`config.mk`:
```
export PLATFORM = sky130hd
export DESIGN_NAME = adc_seq
export DESIGN_NICKNAME = d
export VERILOG_FILES = /design/src/adc_seq_pkg.sv /design/src/adc_seq_ifs.sv /design/src/pin_sampler.sv /design/src/ahb_slave.sv /design/src/adc_seq.sv
export SDC_FILE = /design/constraint.sdc
export NUM_CORES = 1
export LEC_CHECK = 0
export ABC_CLOCK_PERIOD_IN_PS = 3200
export BUFFER_PORTS_ARGS = -buffer_cell sky130_fd_sc_hd__clkbuf_2
export CORE_MARGIN = 5
export CORE_UTILIZATION = 52
export DETAILED_ROUTE_END_ITERATION = 7
export HOLD_SLACK_MARGIN = 0.05
export PLACE_DENSITY = 0.81
export SYNTH_ARGS = -nofsm -noshare
export SYNTH_HDL_FRONTEND = slang
export SYNTH_SLANG_ARGS = --single-unit
```
`constraint.sdc`:
```
create_clock -name hclk -period 3.2 [get_ports hclk]
set_clock_uncertainty 0.15 [all_clocks]
set_input_delay 0.48 -clock hclk [delete_from_list [all_inputs] [get_ports hclk]]
set_output_delay 0.48 -clock hclk [all_outputs]
set_load 0.01 [all_outputs]
```
`src/adc_seq_pkg.sv`:
```
/*
 * Shared constants of the serial converter sequencer: register map,
 * field layout, reset values, pin indices and edge counts.
 * Assumes a 32-bit AHB-Lite register bus and a 10-bit result.
 */
package adc_seq_pkg;
   // -----------------------------------------------------------------
   // Register map (byte addresses)
   // -----------------------------------------------------------------
   localparam logic [7:0] STATUS_OFS = 8'h00;
   localparam logic [7:0] RESULT_OFS = 8'h04;
   localparam logic [7:0] COMMAND_OFS = 8'h08;
   localparam int ADDR_BITS = 8;

   // -----------------------------------------------------------------
   // Widths, fields and reset values
   // -----------------------------------------------------------------
   localparam int CMD_BITS = 4;
   localparam int RES_BITS = 10;
   localparam int ST_CHAN_LSB = 0;
   localparam int ST_MODE_BIT = 4;
   localparam int ST_BUSY_BIT = 5;
   localparam int ST_SAMPLING_BIT = 6;
   localparam int ST_EXT_BIT = 7;
   localparam int ST_FRAMED_BIT = 8;
   localparam logic [9:0] RESULT_RST = 10'h000;
   localparam logic [3:0] CMD_RST = 4'h0;

   // -----------------------------------------------------------------
   // Edge counts of one transfer
   // -----------------------------------------------------------------
   localparam logic [4:0] CMD_EDGES = 5'h04;
   localparam logic [4:0] CONV_EDGE = 5'h0A;
   localparam logic [4:0] EDGE_MAX = 5'h1F;

   // -----------------------------------------------------------------
   // Pin indices into the synchroniser bank
   // -----------------------------------------------------------------
   localparam int NPINS = 6;
   localparam int PIN_CS = 0;
   localparam int PIN_CLK = 1;
   localparam int PIN_DIN = 2;
   localparam int PIN_FS = 3;
   localparam int PIN_INV = 4;
   localparam int PIN_SAMPLE_START_PIN = 5;
endpackage

```
`src/adc_seq_ifs.sv`:
```
/*
 * Carriers between the sequencer top and its two helpers: filtered pin
 * levels with edge pulses, and the register access strobes.
 * Assumes all parties run on hclk.
 */
`timescale 1ns/10ps
`default_nettype none

// Filtered pins with one-cycle edge pulses
interface pin_if;
   logic [adc_seq_pkg::NPINS-1:0] lvl;
   logic [adc_seq_pkg::NPINS-1:0] rise;
   logic [adc_seq_pkg::NPINS-1:0] fall;
   modport sampler (output lvl, rise, fall);
   modport user (input lvl, rise, fall);
endinterface

// Register access from the bus slave
interface reg_if;
   logic [adc_seq_pkg::ADDR_BITS-1:0] rd_addr;
   logic [31:0] rd_data;
   logic wr_en;
   logic [adc_seq_pkg::ADDR_BITS-1:0] wr_addr;
   logic [31:0] wr_data;
   modport slave (output rd_addr, wr_en, wr_addr, wr_data, input rd_data);
   modport regs (input rd_addr, wr_en, wr_addr, wr_data, output rd_data);
endinterface

`default_nettype wire

```
`src/pin_sampler.sv`:
```
/*
 * Three-flop synchroniser bank for the asynchronous pins. A level is
 * accepted once the second and third stages agree; edges are pulses.
 * Assumes pins are asynchronous to hclk.
 */
`timescale 1ns/10ps
`default_nettype none

module pin_sampler
(
   input wire logic hclk,
   input wire logic hresetn,
   input wire logic [adc_seq_pkg::NPINS-1:0] pins,
   pin_if.sampler po
);
   // -----------------------------------------------------------------
   // Per-pin filter
   // -----------------------------------------------------------------
   genvar i;
   generate
      for (i = 0; i < adc_seq_pkg::NPINS; i++)
      begin : g_pin
         logic s1_q;
         logic s2_q;
         logic s3_q;
         logic lvl_q;
         logic rise_q;
         logic fall_q;
         // Shift chain, pins idle high
         always_ff @(posedge hclk or negedge hresetn)
         begin
            if (!hresetn)
            begin
               s1_q <= 1'b1;
               s2_q <= 1'b1;
               s3_q <= 1'b1;
            end
            else
            begin
               s1_q <= pins[i];
               s2_q <= s1_q;
               s3_q <= s2_q;
            end
         end
         // Accept agreed level, flag its edges
         always_ff @(posedge hclk or negedge hresetn)
         begin
            if (!hresetn)
            begin
               lvl_q <= 1'b1;
               rise_q <= 1'b0;
               fall_q <= 1'b0;
            end
            else
            begin
               rise_q <= (s2_q == s3_q) && s3_q && !lvl_q;
               fall_q <= (s2_q == s3_q) && !s3_q && lvl_q;
               if (s2_q == s3_q)
                  lvl_q <= s3_q;
            end
         end
         assign po.lvl[i] = lvl_q;
         assign po.rise[i] = rise_q;
         assign po.fall[i] = fall_q;
      end
   endgenerate
endmodule

`default_nettype wire

```
`src/ahb_slave.sv`:
```
/*
 * AHB-Lite slave for the sequencer registers. Zero wait states,
 * always OKAY; reads are registered during the address phase.
 * Assumes single word transfers from one master.
 */
`timescale 1ns/10ps
`default_nettype none

module ahb_slave
(
   input wire logic hclk,
   input wire logic hresetn,
   input wire logic hsel,
   input wire logic [31:0] haddr,
   input wire logic [1:0] htrans,
   input wire logic hwrite,
   input wire logic [2:0] hsize,
   input wire logic [31:0] hwdata,
   input wire logic hready,
   output logic [31:0] hrdata,
   output logic hreadyout,
   output logic hresp,
   reg_if.slave rb
);
   logic wr_pend_q;
   logic [adc_seq_pkg::ADDR_BITS-1:0] wr_addr_q;
   logic [31:0] hrdata_q;
   logic take;

   // -----------------------------------------------------------------
   // Address phase decode
   // -----------------------------------------------------------------
   assign take = hsel && hready && htrans[1];
   assign rb.rd_addr = haddr[adc_seq_pkg::ADDR_BITS-1:0];
   assign rb.wr_en = wr_pend_q;
   assign rb.wr_addr = wr_addr_q;
   assign rb.wr_data = hwdata;

   // Remember a write for its data phase
   always_ff @(posedge hclk or negedge hresetn)
   begin
      if (!hresetn)
      begin
         wr_pend_q <= 1'b0;
         wr_addr_q <= '0;
      end
      else
      begin
         // Writes outside the window are dropped, not aliased
         wr_pend_q <= take && hwrite && (hsize == 3'h2) && (haddr[31:adc_seq_pkg::ADDR_BITS] == '0);
         wr_addr_q <= haddr[adc_seq_pkg::ADDR_BITS-1:0];
      end
   end

   // Read data held until the next read
   always_ff @(posedge hclk or negedge hresetn)
   begin
      if (!hresetn)
         hrdata_q <= 32'h00000000;
      else if (take && !hwrite)
         hrdata_q <= (haddr[31:adc_seq_pkg::ADDR_BITS] == '0) ? rb.rd_data : 32'h00000000;
   end

   assign hrdata = hrdata_q;
   assign hreadyout = 1'b1;
   assign hresp = 1'b0;
endmodule

`default_nettype wire

```
`src/adc_seq.sv`:
```
/*
 * Serial interface sequencer of a 10-bit converter: command capture,
 * sampling window, result shift-out and conversion handoff, with a
 * register window over AHB-Lite. Software finishes a conversion by
 * writing the result. Assumes pins asynchronous to hclk; io_clk well
 * below hclk/8 so each of its edges is seen.
 */
// Our own choices: the placing of the registers and register access over AHB-Lite.
`timescale 1ns/10ps
`default_nettype none

module adc_seq
(
   input wire logic hclk,
   input wire logic hresetn,
   input wire logic hsel,
   input wire logic [31:0] haddr,
   input wire logic [1:0] htrans,
   input wire logic hwrite,
   input wire logic [2:0] hsize,
   input wire logic [31:0] hwdata,
   input wire logic hready,
   output logic [31:0] hrdata,
   output logic hreadyout,
   output logic hresp,
   input wire logic chip_select_n,
   input wire logic io_clk,
   input wire logic data_in,
   input wire logic frame_sync,
   input wire logic clock_invert,
   input wire logic sample_start_pin,
   output logic data_out,
   output logic data_out_oe,
   output logic conversion_done,
   output logic sampling,
   output logic [3:0] channel
);
   pin_if pi ();
   reg_if rb ();

   logic mode_q;
   logic framed_q;
   logic [4:0] a_cnt_q;
   logic [4:0] b_cnt_q;
   logic [4:0] cap_cnt_q;
   logic [3:0] cmd_sh_q;
   logic [3:0] channel_q;
   logic [9:0] out_sh_q;
   logic data_out_q;
   logic data_out_oe_q;
   logic done_q;
   logic sampling_q;
   logic ext_q;
   logic [9:0] result_q;

   logic cs_low;
   logic cs_fall;
   logic cs_rise;
   logic fs_lvl;
   logic start_ev;
   logic dsp_reset;
   logic a_edge;
   logic b_edge;
   logic cap_edge;
   logic res_wr;
   logic conv_start;
   logic tenth_a;

   // -----------------------------------------------------------------
   // Helpers
   // -----------------------------------------------------------------
   pin_sampler u_pins
   (
      .hclk(hclk),
      .hresetn(hresetn),
      .pins({sample_start_pin, clock_invert, frame_sync, data_in, io_clk, chip_select_n}),
      .po(pi)
   );

   ahb_slave u_bus
   (
      .hclk(hclk),
      .hresetn(hresetn),
      .hsel(hsel),
      .haddr(haddr),
      .htrans(htrans),
      .hwrite(hwrite),
      .hsize(hsize),
      .hwdata(hwdata),
      .hready(hready),
      .hrdata(hrdata),
      .hreadyout(hreadyout),
      .hresp(hresp),
      .rb(rb)
   );

   // -----------------------------------------------------------------
   // Event decode
   // -----------------------------------------------------------------
   assign cs_low = !pi.lvl[adc_seq_pkg::PIN_CS];
   assign cs_fall = pi.fall[adc_seq_pkg::PIN_CS];
   assign cs_rise = pi.rise[adc_seq_pkg::PIN_CS];
   assign fs_lvl = pi.lvl[adc_seq_pkg::PIN_FS];
   // Micro cycle opens at select fall, DSP cycle at frame fall
   assign start_ev = (cs_fall && fs_lvl)
      || (!mode_q && cs_low && !cs_fall && pi.fall[adc_seq_pkg::PIN_FS]);
   // DSP state machine reset on falling clock while frame high
   assign dsp_reset = !mode_q && fs_lvl && pi.fall[adc_seq_pkg::PIN_CLK];
   // Edge roles swap with the mode flag; select high masks them
   assign a_edge = framed_q && cs_low && !cs_fall && !start_ev
      && (mode_q ? pi.rise[adc_seq_pkg::PIN_CLK] : pi.fall[adc_seq_pkg::PIN_CLK]);
   assign b_edge = framed_q && cs_low && !cs_fall && !start_ev
      && (mode_q ? pi.fall[adc_seq_pkg::PIN_CLK] : pi.rise[adc_seq_pkg::PIN_CLK]);
   // Command capture edge follows the invert strap
   assign cap_edge = pi.lvl[adc_seq_pkg::PIN_INV] ? a_edge : b_edge;
   assign tenth_a = a_edge && (a_cnt_q == adc_seq_pkg::CONV_EDGE - 5'h01);
   assign res_wr = rb.wr_en && (rb.wr_addr == adc_seq_pkg::RESULT_OFS);
   assign conv_start = (tenth_a && !ext_q) || pi.rise[adc_seq_pkg::PIN_SAMPLE_START_PIN];

   // -----------------------------------------------------------------
   // Mode flag and frame state
   // -----------------------------------------------------------------
   // Mode latched from frame sync at every select fall
   always_ff @(posedge hclk or negedge hresetn)
   begin
      if (!hresetn)
         mode_q <= 1'b1;
      else if (cs_fall)
         mode_q <= fs_lvl;
   end

   // Frame open from its start until select rise, select fall or a DSP reset
   always_ff @(posedge hclk or negedge hresetn)
   begin
      if (!hresetn)
         framed_q <= 1'b0;
      else if (start_ev)
         framed_q <= 1'b1;
      else if (cs_fall || cs_rise || dsp_reset)
         framed_q <= 1'b0;
   end

   // -----------------------------------------------------------------
   // Edge counters, restarted at each frame start
   // -----------------------------------------------------------------
   always_ff @(posedge hclk or negedge hresetn)
   begin
      if (!hresetn)
      begin
         a_cnt_q <= 5'h00;
         b_cnt_q <= 5'h00;
      end
      else if (start_ev || cs_fall)
      begin
         a_cnt_q <= 5'h00;
         b_cnt_q <= 5'h00;
      end
      else
      begin
         if (a_edge && a_cnt_q != adc_seq_pkg::EDGE_MAX)
            a_cnt_q <= a_cnt_q + 5'h01;
         if (b_edge && b_cnt_q != adc_seq_pkg::EDGE_MAX)
            b_cnt_q <= b_cnt_q + 5'h01;
      end
   end

   // -----------------------------------------------------------------
   // Command capture, MSB first; later input bits ignored
   // -----------------------------------------------------------------
   always_ff @(posedge hclk or negedge hresetn)
   begin
      if (!hresetn)
      begin
         cap_cnt_q <= 5'h00;
         cmd_sh_q <= adc_seq_pkg::CMD_RST;
      end
      else if (start_ev || cs_fall)
         cap_cnt_q <= 5'h00;
      else if (cap_edge && cap_cnt_q < adc_seq_pkg::CMD_EDGES)
      begin
         cap_cnt_q <= cap_cnt_q + 5'h01;
         cmd_sh_q <= {cmd_sh_q[2:0], pi.lvl[adc_seq_pkg::PIN_DIN]};
      end
   end

   // Channel valid after the fourth capture edge
   always_ff @(posedge hclk or negedge hresetn)
   begin
      if (!hresetn)
         channel_q <= adc_seq_pkg::CMD_RST;
      else if (cap_edge && cap_cnt_q == adc_seq_pkg::CMD_EDGES - 5'h01)
         channel_q <= {cmd_sh_q[2:0], pi.lvl[adc_seq_pkg::PIN_DIN]};
   end

   // -----------------------------------------------------------------
   // Result shift-out: MSB at frame start, zeros after the LSB
   // -----------------------------------------------------------------
   always_ff @(posedge hclk or negedge hresetn)
   begin
      if (!hresetn)
      begin
         out_sh_q <= adc_seq_pkg::RESULT_RST;
         data_out_q <= 1'b0;
      end
      else if (start_ev)
      begin
         out_sh_q <= result_q;
         data_out_q <= result_q[adc_seq_pkg::RES_BITS-1];
      end
      else if (b_edge)
      begin
         out_sh_q <= {out_sh_q[8:0], 1'b0};
         data_out_q <= out_sh_q[adc_seq_pkg::RES_BITS-2];
      end
   end

   // Output driven only while select is low
   always_ff @(posedge hclk or negedge hresetn)
   begin
      if (!hresetn)
         data_out_oe_q <= 1'b0;
      else
         data_out_oe_q <= cs_low;
   end

   // -----------------------------------------------------------------
   // Sampling window and extended sampling
   // -----------------------------------------------------------------
   always_ff @(posedge hclk or negedge hresetn)
   begin
      if (!hresetn)
      begin
         sampling_q <= 1'b0;
         ext_q <= 1'b0;
      end
      else if (pi.fall[adc_seq_pkg::PIN_SAMPLE_START_PIN])
      begin
         sampling_q <= 1'b1;
         ext_q <= 1'b1;
      end
      else if (pi.rise[adc_seq_pkg::PIN_SAMPLE_START_PIN])
      begin
         sampling_q <= 1'b0;
         ext_q <= 1'b0;
      end
      else if (cs_fall && !ext_q)
         sampling_q <= 1'b0;
      else if (!ext_q && b_edge && b_cnt_q == adc_seq_pkg::CMD_EDGES - 5'h01)
         sampling_q <= 1'b1;
      else if (tenth_a && !ext_q)
         sampling_q <= 1'b0;
   end

   // -----------------------------------------------------------------
   // Conversion state: done low while busy, result from software
   // -----------------------------------------------------------------
   always_ff @(posedge hclk or negedge hresetn)
   begin
      if (!hresetn)
         done_q <= 1'b1;
      else if (conv_start)
         done_q <= 1'b0;
      else if (res_wr)
         done_q <= 1'b1;
   end

   // Result kept across aborted cycles
   always_ff @(posedge hclk or negedge hresetn)
   begin
      if (!hresetn)
         result_q <= adc_seq_pkg::RESULT_RST;
      else if (res_wr)
         result_q <= rb.wr_data[adc_seq_pkg::RES_BITS-1:0];
   end

   // -----------------------------------------------------------------
   // Register read mux
   // -----------------------------------------------------------------
   always_comb
   begin
      rb.rd_data = 32'h00000000;
      unique case (rb.rd_addr)
         adc_seq_pkg::STATUS_OFS:
         begin
            rb.rd_data[adc_seq_pkg::ST_CHAN_LSB +: adc_seq_pkg::CMD_BITS] = channel_q;
            rb.rd_data[adc_seq_pkg::ST_MODE_BIT] = mode_q;
            rb.rd_data[adc_seq_pkg::ST_BUSY_BIT] = !done_q;
            rb.rd_data[adc_seq_pkg::ST_SAMPLING_BIT] = sampling_q;
            rb.rd_data[adc_seq_pkg::ST_EXT_BIT] = ext_q;
            rb.rd_data[adc_seq_pkg::ST_FRAMED_BIT] = framed_q;
         end
         adc_seq_pkg::RESULT_OFS:
            rb.rd_data[adc_seq_pkg::RES_BITS-1:0] = result_q;
         adc_seq_pkg::COMMAND_OFS:
            rb.rd_data[adc_seq_pkg::CMD_BITS-1:0] = cmd_sh_q;
         default:
            rb.rd_data = 32'h00000000;
      endcase
   end

   // -----------------------------------------------------------------
   // Outputs
   // -----------------------------------------------------------------
   assign data_out = data_out_q;
   assign data_out_oe = data_out_oe_q;
   assign conversion_done = done_q;
   assign sampling = sampling_q;
   assign channel = channel_q;
endmodule

`default_nettype wire

```
# [Word level (Yosys, flattened, before mapping)]
# Index checks and enable logic that the tools add are counted.
[op_classes] addsub=3 mul=0 div=0 n_lt_le_gt_ge=1 n_eq_ne=15 shift=0 n_mux=28 n_bitwise=1 reduce_logical=70
[ops] cell="logical AND 1 bit" n=41
[ops] cell="2-to-1 mux 5 bit" n=6
[ops] cell="zero test 24 bit" n=1
[ops] cell="2-to-1 mux 9 bit" n=2
[ops] cell="2-to-1 mux 1 bit" n=17
[ops] cell="== test 8 x 3 -> 1 bit (second input constant)" n=2
[ops] cell="adder 5 x 1 -> 5 bit (second input constant)" n=3
[ops] cell="nonzero test 2 bit" n=7
[ops] cell="zero test 1 bit" n=13
[ops] cell="case mux 4 bit (3 select lines)" n=1
[ops] cell="== test 5 x 2 -> 1 bit (second input constant)" n=2
[ops] cell="2-to-1 mux 10 bit" n=1
[ops] cell="!= test 5 bit (second input constant)" n=2
[ops] cell="case mux 5 bit (2 select lines)" n=1
[ops] cell="== test 8 x 4 -> 1 bit (second input constant)" n=1
[ops] cell="zero test 8 bit" n=1
[ops] cell="== test 1 bit" n=6
[ops] cell="== test 5 x 4 -> 1 bit (second input constant)" n=1
[ops] cell="logical OR 1 bit" n=5
[ops] cell="less-than comparator 5 x 3 -> 1 bit (second input constant)" n=1
[ops] cell="nonzero test 5 bit" n=1
[ops] cell="== test 3 x 2 -> 1 bit (second input constant)" n=1
[ops] cell="AND reduction 2 bit" n=1
[ops] cell="NOT 1 bit" n=1
[totals] reg_bits=121 latch_bits=0 ramBits=0 romBits=0 out_inout_bits=42 word_cells=166 n_memories=0

# [Longest topological paths before layout]
# Gate-level depths: netlist of the first run.
[logic_depth] depth_word=15 ltp_mapped=7

# [Hierarchy]
# A second synthesis of the first run with hierarchy kept.
[hier_totals] cells_unflattened=533 hier_area_um2=5970.7
[modules_own_cells] mod="adc_seq" instances=1 cells_each=227 area_each_um2=2483.6 seq_area_each_um2=1228.7
[modules_own_cells] mod="ahb_slave" instances=1 cells_each=210 area_each_um2=2060.7 seq_area_each_um2=1026.0
[modules_own_cells] mod="pin_sampler" instances=1 cells_each=96 area_each_um2=1426.4 seq_area_each_um2=930.9

# [Least setup slack after synthesis of the first run]
# Ideal clock, no wire load.
[synth_path] path_kind="register to register" start="reg a_cnt_q[0]" end="reg a_cnt_q[3]" setup_time_ps=77 t_arrival_ps=2053 setup_slack_ps=919 path_stages_with_launch=8 synth_period_minus_slack_ps=2281 path_cell_list="dfrtp_1 -> ha_1 -> and3_1 -> ha_1 -> or4_1 -> buf_2 -> or3_1 -> a21oi_1"
[synth_via] elab_chain_cells=3 elab_cells_between_ends=6 classes_between="add/sub: 1; eq/ne: 1; mux: 2; reduce/logical: 2"
[synth_lines] item="start: declaration" line_no="adc_seq.sv:43" rtl="logic [4:0] a_cnt_q;"
[synth_lines] item="start signal: assignment" line_no="adc_seq.sv:161" rtl="a_cnt_q <= a_cnt_q + 5'h01;"
[synth_lines] item="adder 5 x 1 -> 5 bit or != test 5 bit (tied branches)" line_no="adc_seq.sv:161, adc_seq.sv:160"
[synth_lines] item="2-to-1 mux 5 bit or logical AND 1 bit (tied branches)" line_no="adc_seq.sv:160" rtl="if (a_edge && a_cnt_q != adc_seq_pkg::EDGE_MAX)"
[synth_lines] item="2-to-1 mux 5 bit or nonzero test 2 bit (tied branches)"
# Several ways; a longest one is shown, not always the timed one. The select of a mux whose other input is x is not followed.
# A chain may end at the register's enable or synchronous reset.

# [Worst setup path in the final report of the first run]
# Ends and elaborated chain as after synthesis.

==> results of run 1 <==
## routing by layer
| metal | routed length (um) | track usage [%] |
|---|---|---|
| met5 | 0 | 0 |
| met3 | 526 | 4.84 |
| met2 | 4160 | 29.0 |
| met4 | 124 | 6.74 |
| met1 | 3330 | 20.7 |
## worst max-delay path, cell delays in order, from the launching register on
cell     delay [ns]
dfrtp_1        0.43
ha_1           0.23
and3_1         0.18
ha_1           0.16
or4_1          0.68
or3_1          0.39
a21oi_1        0.13
## power breakdown
part / switching (uW) / internal [uW] / leakage, uW
combinational: 181 / 152 / 0.00105
clock: 409 / 299 / 0.0000828
sequential: 107 / 1410 / 0.00121
## logic make-up (layout without fill, tap and decap cells)
kind of cell	count (synthesis)	after routing	synth area share [%]
DFF	99	99	58.6
other	2	24	0.175
and+or+nand+nor	123	123	15.0
xor gates and xnor gates	1	1	0.204
AOI/OAI and AO/OA	51	51	7.21
buffers and inverters	53	116	6.80
muxes	31	31	7.77
adders and majority gates	15	15	4.26
## flip-flops by register name (all words and copies together) (netlist names), 3 cells and up
register / flops
a_cnt_q: 5
b_cnt_q: 5
cap_cnt_q: 5
channel: 4
cmd_sh_q: 4
out_sh_q: 9
result_q: 10
u_bus.hrdata: 10
u_bus.rb.wr_addr: 8
u_pins.g_pin.fall_q: 4
u_pins.g_pin.lvl_q: 6
u_pins.g_pin.rise_q: 3
u_pins.g_pin.s1_q: 6
u_pins.g_pin.s2_q: 6
u_pins.g_pin.s3_q: 6
## synthesized netlist by cell type (4+ instances only)
| cell | instances | area (um2) |
|---|---|---|
| a21oi_1 | 10 | 50.1 |
| nor3_1 | 4 | 20.0 |
| or3_1 | 5 | 31.3 |
| dfstp_2 | 26 | 683 |
| clkbuf_1 | 8 | 30.0 |
| o31ai_1 | 11 | 82.6 |
| nor2_1 | 16 | 60.1 |
| nand3_1 | 13 | 65.1 |
| buf_4 | 24 | 180 |
| o21ai_0 | 16 | 80.1 |
| dfrtp_1 | 73 | 1830 |
| nand4b_1 | 4 | 35.0 |
| nor4_1 | 7 | 43.8 |
| inv_1 | 18 | 67.6 |
| mux2i_1 | 13 | 130 |
| mux2_2 | 18 | 203 |
| or4_1 | 5 | 37.5 |
| and2_1 | 6 | 37.5 |
| a31oi_1 | 8 | 50.1 |
| nand2_1 | 43 | 161 |
| nor2b_1 | 6 | 37.5 |
| ha_1 | 13 | 163 |
## worst min path at each step
| stage | start | cells past startpoint | to |
|---|---|---|---|
| after floorplan | hresetn | 0 | a_cnt_q[0]$_DFFE_PN0P_ |
| after global placement | u_pins.g_pin[4].s1_q$_DFF_PN1_ | 0 | u_pins.g_pin[4].s2_q$_DFF_PN1_ |
| after detailed placement | u_pins.g_pin[4].s1_q$_DFF_PN1_ | 0 | u_pins.g_pin[4].s2_q$_DFF_PN1_ |
| after CTS | haddr[5] | 1 | u_bus.rb.wr_addr[5]$_DFF_PN0_ |
| after global routing | haddr[1] | 1 | u_bus.rb.wr_addr[1]$_DFF_PN0_ |
| final | haddr[5] | 1 | u_bus.rb.wr_addr[5]$_DFF_PN0_ |
## final cells by class
cell class	count	area share, %
tap	105	2.68
clock inverter	5	0.588
clock buffer	11	2.89
sequential	99	51.3
inverter	18	1.38
timing repair buffer	82	9.15
multi-input combinational	245	32.0
## through the flow
stage | std cells | total power, uW | setup slack, ns | hold slack, ns | util (%)
after floorplan | 397 | 1740 | 0.919 | 0.0344 | -
after global placement | 543 | 1840 | 0.832 | 0.196 | 57.3
after detailed placement | 543 | 1870 | 0.798 | 0.198 | 57.3
after CTS | 565 | 2590 | 0.774 | 0.0648 | 60.2
after global routing | 565 | 2700 | 0.650 | 0.0618 | 60.2
final | 565 | 2560 | 0.785 | 0.0783 | 60.2
## timing repair
| item | 4_1_cts | 5_1_grt |
|---|---|---|
| hold endpoints to repair | 6 | 0 |
| hold buffers | 6 | 0 |
| endpoints found under the setup margin | 0 | 0 |
==> results.cfg, run 1 <==
[outcome]
status = finished, final reports clean

[logic_synthesis]
syn_area_um2 = 4290
synth_cells = 375
synth_top_flop_cell = dfrtp_1
synth-seq-cells = 99
ys_warn_count = 0
synth-async-reset-ratio_pct = 100
synth-edff-count = 0
synth.avg_cell_area_um2 = 11.4
synth_cell_types = 42
seq_area_frac_synth_pct = 58.6

[power]
power.density_nw_per_um2 = 522
ir_drop_mv = 0.371
p_leak_uw = 0.00234

[clock_tree]
cts_tree = done
ctsResizeCount = 0
cts.sinks = 99
htree_levels = 3
clk_latency_ns = 0.37
cts_buffers = 9
clk_pin_slew_ns = 0.09
cts_root_buf = clkbuf_8
post_cts_buffers = 0
cts_buffer_depth = 2

[worst_setup_path]
r2r-end = a_cnt_q[3]$_DFFE_PN0P_
start_kind = flip-flop
crit_path_start = a_cnt_q[0]$_DFFE_PN0P_
reg2reg_slack_ns = 0.78
critical_path_required_ns = 3.35
cp_max_fo = 10
critical_path.endpoint = a_cnt_q[3]$_DFFE_PN0P_
end_kind = flip-flop
critPathKind = reg -> reg
critPathArrivalTime_ns = 2.56
r2r_cells = 6
timing.rr.start = a_cnt_q[0]$_DFFE_PN0P_

[cells_and_area]
areaGrowthSynthToFinish_pct = 14.2
diodes = 0
multi_input_area_um2 = 1570
drive_gt1_share_pct = 30.0
final_area_um2 = 4890
fillers = 672
finish.net_count = 548
final_cell_mix = 73 x dfrtp_1, 73 x clkbuf_2, 43 x nand2_1
seqCellArea_um2 = 2510

[drt]
dr.pass1.iters = 4
routed-via-count = 2903
initialDrtViolationCount = 119
drc_errors = 0
antenna_left = 0
vias_per_cell = 5.14
drt-wirelength-per-cell_um = 14.4
wl_mm = 8.14

[floorplanning]
design.core.area_um2 = 8130
die_area_um2 = 10200
die_w_um = 101
ios = 122
die_y_um = 101
start_util_pct = 52.7
rows = 33

[timing]
finalSetupViolCount = 0
hold_viol_final = 0
max_freq_mhz = 414
max_slew_margin_pct = 27.5
slew_viol_final = 0
tightest_slew_ns = 1.09
fin_crit_ns = 2.42
rsz0062_at_grt = no
fin_crit_sh_pct = 75.5
final.setup.tns_ns = 0

[grt]
grt_pass1_vias = 2972
grt_usage_pct = 17.1
grt_overflow_total = 0
antenna_found_initial = 0
grt_max_degree = 93
grt_pass1_wl_mm = 13.7

[flow_run]
drv_cap = 0

[place]
gp_congestion = 0.788
portBuffers = 74
hpwl_mm = 5.98
placed_cell_area_um2 = 4660

[worst_hold_path]
hold_class = in -> reg
Note: power is estimated with default switching activity, not from simulation.
==> run 2: changes to the inputs <==
- ABC_AREA: not set -> 1
- ABC_CLOCK_PERIOD_IN_PS: 3200 -> 2500
- PLACE_DENSITY: 0.81 -> 0.8
- clock period: 3.2 -> 2.5 ns (I/O delays scaled with it)
==> results.cfg, run 2 <==
[worst_setup_path]
start_kind = flip-flop
r2r-end = channel[0]$_DFFE_PN0P_
critPathArrivalTime_ns = 2.04
cpPeakStageDelay_ns = 0.59
crit_buf_inv = 1
path_common_cell = nand2_1
crit_family = simple AND/OR/NAND/NOR gates
cp_max_fo = 12
critical_path_required_ns = 2.61
critPathKind = reg -> reg
end_kind = flip-flop
crit_path_top_delay_cell = dfstp_2
timing.rr.start = mode_q$_DFFE_PN1P_
reg2reg_slack_ns = 0.56
r2r_cells = 9
cp_cell_sequence = inv_2 > nand2_1 > nand4_4 > nor2_4 > nand2_1 > nand2_2 > nand2_1 > nand2_1 > nand2_1

[logic_synthesis]
synth-seq-cells = 99
synth-edff-count = 0
synth_cell_types = 36
synth_top_area_share_pct = 40.6
synth.most_common_cell = nand2_1
synthTopCellsByCount = 128 x nand2_1, 73 x dfrtp_1, 61 x inv_1
synth.avg_cell_area_um2 = 9.12
synth-async-reset-ratio_pct = 100
syn_area_um2 = 4490
synth_cells = 493
synth_top_flop_cell = dfrtp_1
synth_area_leaders = dfrtp_1 41%, dfstp_2 15%, nand2_1 11%, inv_1 5.1%, nand3_1 4.8%
ys_warn_count = 0
seq_area_frac_synth_pct = 55.8
yosysTopAreaCell = dfrtp_1

[grt]
grt_overflow_total = 0
antenna_found_initial = 0
grt_max_degree = 49
grt_pass1_wl_mm = 14.3
grt_pass1_vias = 3251
grt_usage_pct = 17.2

[timing]
max_slew_margin_pct = 64.3
rsz0062_at_grt = no
fin_crit_sh_pct = 77.5
max_freq_mhz = 516
tightest_slew_ns = 0.533
fin_crit_ns = 1.94
slew_viol_final = 0
fin_ws_ns = 0.563
final.setup.tns_ns = 0
hold_viol_final = 0
finalSetupViolCount = 0

[outcome]
status = finished, final reports clean

[floorplanning]
rows = 34
die_area_um2 = 10600
die_w_um = 103
die_y_um = 103
start_util_pct = 52.6
ios = 122
design.core.area_um2 = 8550

[clock_tree]
clk_pin_slew_ns = 0.10
clk_latency_ns = 0.36
cts_root_buf = clkbuf_8
ctsResizeCount = 0
htree_levels = 3
cts_buffers = 9
cts_buffer_depth = 2
cts.sinks = 99
cts_tree = done

[drt]
initialDrtViolationCount = 137
routed-via-count = 3383
vias_per_cell = 4.82
drt-wirelength-per-cell_um = 12.2
antenna_left = 0
drc_errors = 0
dr.pass1.iters = 5
wl_mm = 8.53

[power]
ir_drop_mv = 0.291
power.density_nw_per_um2 = 655
p_leak_uw = 0.00280

[cells_and_area]
diodes = 0
fillers = 701
instances_no_fill = 702
final_area_um2 = 5250
finish.net_count = 682
areaGrowthSynthToFinish_pct = 16.9
final_cell_mix = 128 x nand2_1, 73 x dfrtp_1, 73 x clkbuf_2
fin_util_pct = 61.4
final_common_cell = nand2_1
drive_gt1_share_pct = 22.9

[place]
placed_cell_area_um2 = 4900
hpwl_mm = 6.35
portBuffers = 74
dp.cells = 671
gp_congestion = 0.831
pre_cts_ws_ns = 0.579

[worst_hold_path]
min_path_cells = 3
min_from = hsize[1]
hold_end = u_bus.rb.wr_en$_DFF_PN0_
hold_class = in -> reg

[flow_run]
drv_cap = 0
==> run 2: cell types whose count changed after synthesis, sizes merged, moves of 6 or more <==
cell	change
o21ai	+21
nand2	+89
mux2	-18
o31ai	-11
inv	+45
mux2i	-13
nor2b	-6
a21oi	-6
nor2	+20
nand3	+30
and2	-6
a31oi	-7
==> run 2: worst reg2reg max path: cells and delay by family (launching register included) <==
family                 cells  cell delay, ns
buffers and inverters      1            0.07
flip-flops                 1            0.59
AND/OR/NAND/NOR            8            1.02
==> run 2: cell type report <==
| type | instances | area, um2 | share of cell area, % |
|---|---|---|---|
| clock buffer | 10 | 138 | 2.62 |
| clock inverter | 6 | 63.8 | 1.21 |
| inverter | 64 | 240 | 4.57 |
| multi-input combinational | 321 | 1590 | 30.3 |
| sequential | 99 | 2510 | 47.8 |
| tap | 108 | 135 | 2.57 |
| timing repair buffer | 94 | 573 | 10.9 |
==> run 2: through the flow <==
step | power, uW | hold WS (ns)
after CTS | 3470 | 0.0762
after global routing | 3650 | 0.0761
after global placement | 2390 | 0.196
after detailed placement | 2430 | 0.198
after floorplan | 2270 | -0.0706
final | 3440 | 0.0844
==> run 2: where the power goes <==
part           leakage (uW)  total, uW  switching (uW)  internal (uW)
Sequential          0.00119       1900             108           1790
Clock             0.0000987       1030             538            490
Combinational       0.00150        512             312            200
Total               0.00280       3440             958           2480
==> run 2: per-layer routing <==
layer	up-vias	wire length (um)	GRT usage, %
li1	1708	-	-
met1	1553	3580	21.0
met2	104	4060	28.6
met3	18	680	4.53
met4	0	211	7.57
met5	-	0	0
==> run 2: repair_timing <==
item,4_1_cts,5_1_grt
hold endpoints to repair,44,0
hold buffers,15,0
setup buffers,0,0
==> run 2: cells by family (layout without fill, tap and decap cells) <==
family                   count (synthesis)  after routing  share of synthesized area [%]
AO/OA/AOI/OAI                           52             52                           6.60
XOR/XNOR                                 3              3                          0.585
adder cells (fa/ha/maj)                 15             15                           4.06
buffers and inverters                   95            174                           10.5
flip-flops                              99             99                           55.8
other                                    2             24                          0.167
AND/OR/NAND/NOR                        227            227                           22.2
==> run 2: worst max-delay path by stage <==
stage / startpoint / slack (ns) / cells past startpoint / endpoint
after floorplan: mode_q$_DFFE_PN1P_ / 0.90 / 9 / channel[0]$_DFFE_PN0P_
after global placement: u_pins.g_pin[0].lvl_q$_DFFE_PN1N_ / 0.64 / 8 / a_cnt_q[3]$_DFFE_PN0P_
after detailed placement: u_pins.g_pin[0].lvl_q$_DFFE_PN1N_ / 0.58 / 8 / a_cnt_q[3]$_DFFE_PN0P_
after CTS: u_pins.g_pin[0].lvl_q$_DFFE_PN1N_ / 0.57 / 8 / a_cnt_q[3]$_DFFE_PN0P_
after global routing: haddr[7] / 0.33 / 9 / u_bus.hrdata[2]$_DFFE_PN0P_
final: mode_q$_DFFE_PN1P_ / 0.56 / 9 / channel[0]$_DFFE_PN0P_
==> run 3: changes to the inputs <==
- ABC_AREA: 1 -> 0
- ABC_CLOCK_PERIOD_IN_PS: 2500 -> 1900
- PLACE_DENSITY: 0.8 -> 0.81
- clock period: 2.5 -> 1.9 ns (I/O delays scaled with it)
==> results.cfg, run 3 (synthesis gave the netlist of run 1 again) <==
[outcome]
status = finished with violations
failed_checks = negative setup slack

[worst_setup_path]
timing.rr.start = b_cnt_q[1]$_DFFE_PN0P_
end_kind = flip-flop
critical_path_required_ns = 2.05
cp_max_fo = 5
critPathArrivalTime_ns = 2.26
critPathKind = reg -> reg
start_kind = flip-flop
crit_path_start = b_cnt_q[1]$_DFFE_PN0P_
reg2reg_slack_ns = -0.21

[timing]
finalSetupViolCount = 16
fin_crit_ns = 2.11
max_freq_mhz = 473
final.setup.tns_ns = -1.37
rsz0062_at_grt = yes
fin_crit_sh_pct = 111
max_slew_margin_pct = 59.2
slew_viol_final = 0
tightest_slew_ns = 0.610
hold_viol_final = 0
fin_ws_ns = -0.214

[worst_hold_path]
hold_class = in -> reg
min_from = haddr[2]

[grt]
grt_pass1_vias = 3464
grt_pass1_wl_mm = 15.8
grt_max_degree = 55
grt_usage_pct = 19.8
antenna_found_initial = 0
grt_overflow_total = 0

[power]
p_leak_uw = 0.00269
switching_share_pct = 26.0
p_sw_uw = 1290
power.density_nw_per_um2 = 877
internal_power_uw = 3690
power_frac_seq_pct = 50.9
ir_drop_mv = 0.581
p_clk_share_pct = 31.8
p_comb_share_pct = 17.3

[drt]
antenna_left = 0
initialDrtViolationCount = 144
drc_errors = 0
wl_mm = 10.2
vias_per_cell = 5.27
drt-wirelength-per-cell_um = 16.4
routed-via-count = 3274
dr.pass1.iters = 4

[clock_tree]
cts_root_buf = clkbuf_8
clk_pin_slew_ns = 0.09
clk_latency_ns = 0.37
cts_buffers = 9
htree_levels = 3
cts.sinks = 99
cts_tree = done
cts_buffer_depth = 2

[cells_and_area]
areaGrowthSynthToFinish_pct = 32.6
fillers = 564
finish.net_count = 604
final_area_um2 = 5680
drive_gt1_share_pct = 38.6
final_cell_mix = 73 x dfrtp_1, 73 x clkbuf_2, 43 x nand2_1
diodes = 0
multi_input_area_um2 = 1760
seqCellArea_um2 = 2510

[floorplanning]
start_util_pct = 52.7
die_area_um2 = 10200
design.core.area_um2 = 8130
rows = 33
die_w_um = 101
ios = 122
die_y_um = 101

[flow_run]
drv_cap = 0

[place]
placed_cell_area_um2 = 4940
hpwl_mm = 6.54
gp_congestion = 0.833
portBuffers = 74
-- run 3: cell types whose count changed in the layout (fill, tap and decap cells not counted), moves of 6 or more --
cell / change
a31oi_1: +7
o21ai_0: -23
mux2_2: +12
nor2b_1: +6
nand2_1: -85
mux2i_1: +11
dlygate4sd3_1: +11
nor2_1: -17
mux2_4: +6
nand3_1: -34
inv_1: -43
and2_1: +6
o31ai_1: +11
buf_4: +28
-- run 3: path summary, 6_finish.rpt --
check                                                     to  depth (start not counted)
max                                   b_cnt_q[2]$_DFFE_PN0P_                          6
min                            u_bus.rb.wr_addr[2]$_DFF_PN0_                          2
max reg2reg                           b_cnt_q[2]$_DFFE_PN0P_                          6
min reg2reg                   u_pins.g_pin[0].s2_q$_DFF_PN1_                          0
max in group asynchronous  u_pins.g_pin[3].lvl_q$_DFFE_PN1N_                          3
min in group asynchronous             b_cnt_q[3]$_DFFE_PN0P_                          2
-- run 3: power by group through the flow --
stage | registers, uW | clock network [uW] | logic (uW)
floorplan | 2530 | 0 | 422
global placement | 2550 | 0 | 635
detailed placement | 2570 | 0 | 675
CTS | 2530 | 1610 | 744
global route | 2570 | 1690 | 953
finish | 2540 | 1580 | 862
-- run 3: metal layers --
| layer | global-route usage, % | wire length (um) |
|---|---|---|
| met3 | 5.40 | 526 |
| met1 | 22.2 | 3900 |
| met2 | 35.9 | 5590 |
| met4 | 6.63 | 180 |
| met5 | 0 | 0 |
-- run 3: layout make-up --
class,instances,share of cell area [%]
sequential,99,44.2
inverter,18,1.19
clock inverter,3,1.17
tap,105,2.31
multi-input combinational,245,31.1
timing repair buffer,138,16.9
clock buffer,13,3.15
-- run 3: per-stage QoR --
| stage | total power (uW) | util (%) | cells | hold slack (ns) | worst slack (ns) |
|---|---|---|---|---|---|
| 6_report | 4980 | 69.8 | 621 | 0.127 | -0.214 |
| 3_3_place_gp | 3190 | 60.7 | 570 | 0.0698 | -0.119 |
| 2_1_floorplan | 2950 | - | 397 | -0.161 | -0.217 |
| 5_1_grt | 5210 | 69.8 | 621 | 0.117 | -0.262 |
| 3_5_place_dp | 3240 | 60.7 | 570 | 0.0884 | -0.198 |
| 4_1_cts | 4890 | 68.0 | 617 | 0.109 | -0.188 |
-- run 3: what timing repair did --
action                                 CTS  global route
buffers inserted                         5             5
gates resized for setup                 13            25
pin swaps                                4             3
setup endpoints to repair               26            33
hold buffers                            26             0
endpoints found under the hold margin   55             0
-- run 3: critical path: stages, from the launching register on --
cell	delay (ns)
dfrtp_1	0.39
ha_2	0.19
and3_4	0.15
ha_4	0.15
or4_4	0.51
or3_1	0.36
a21oi_1	0.14
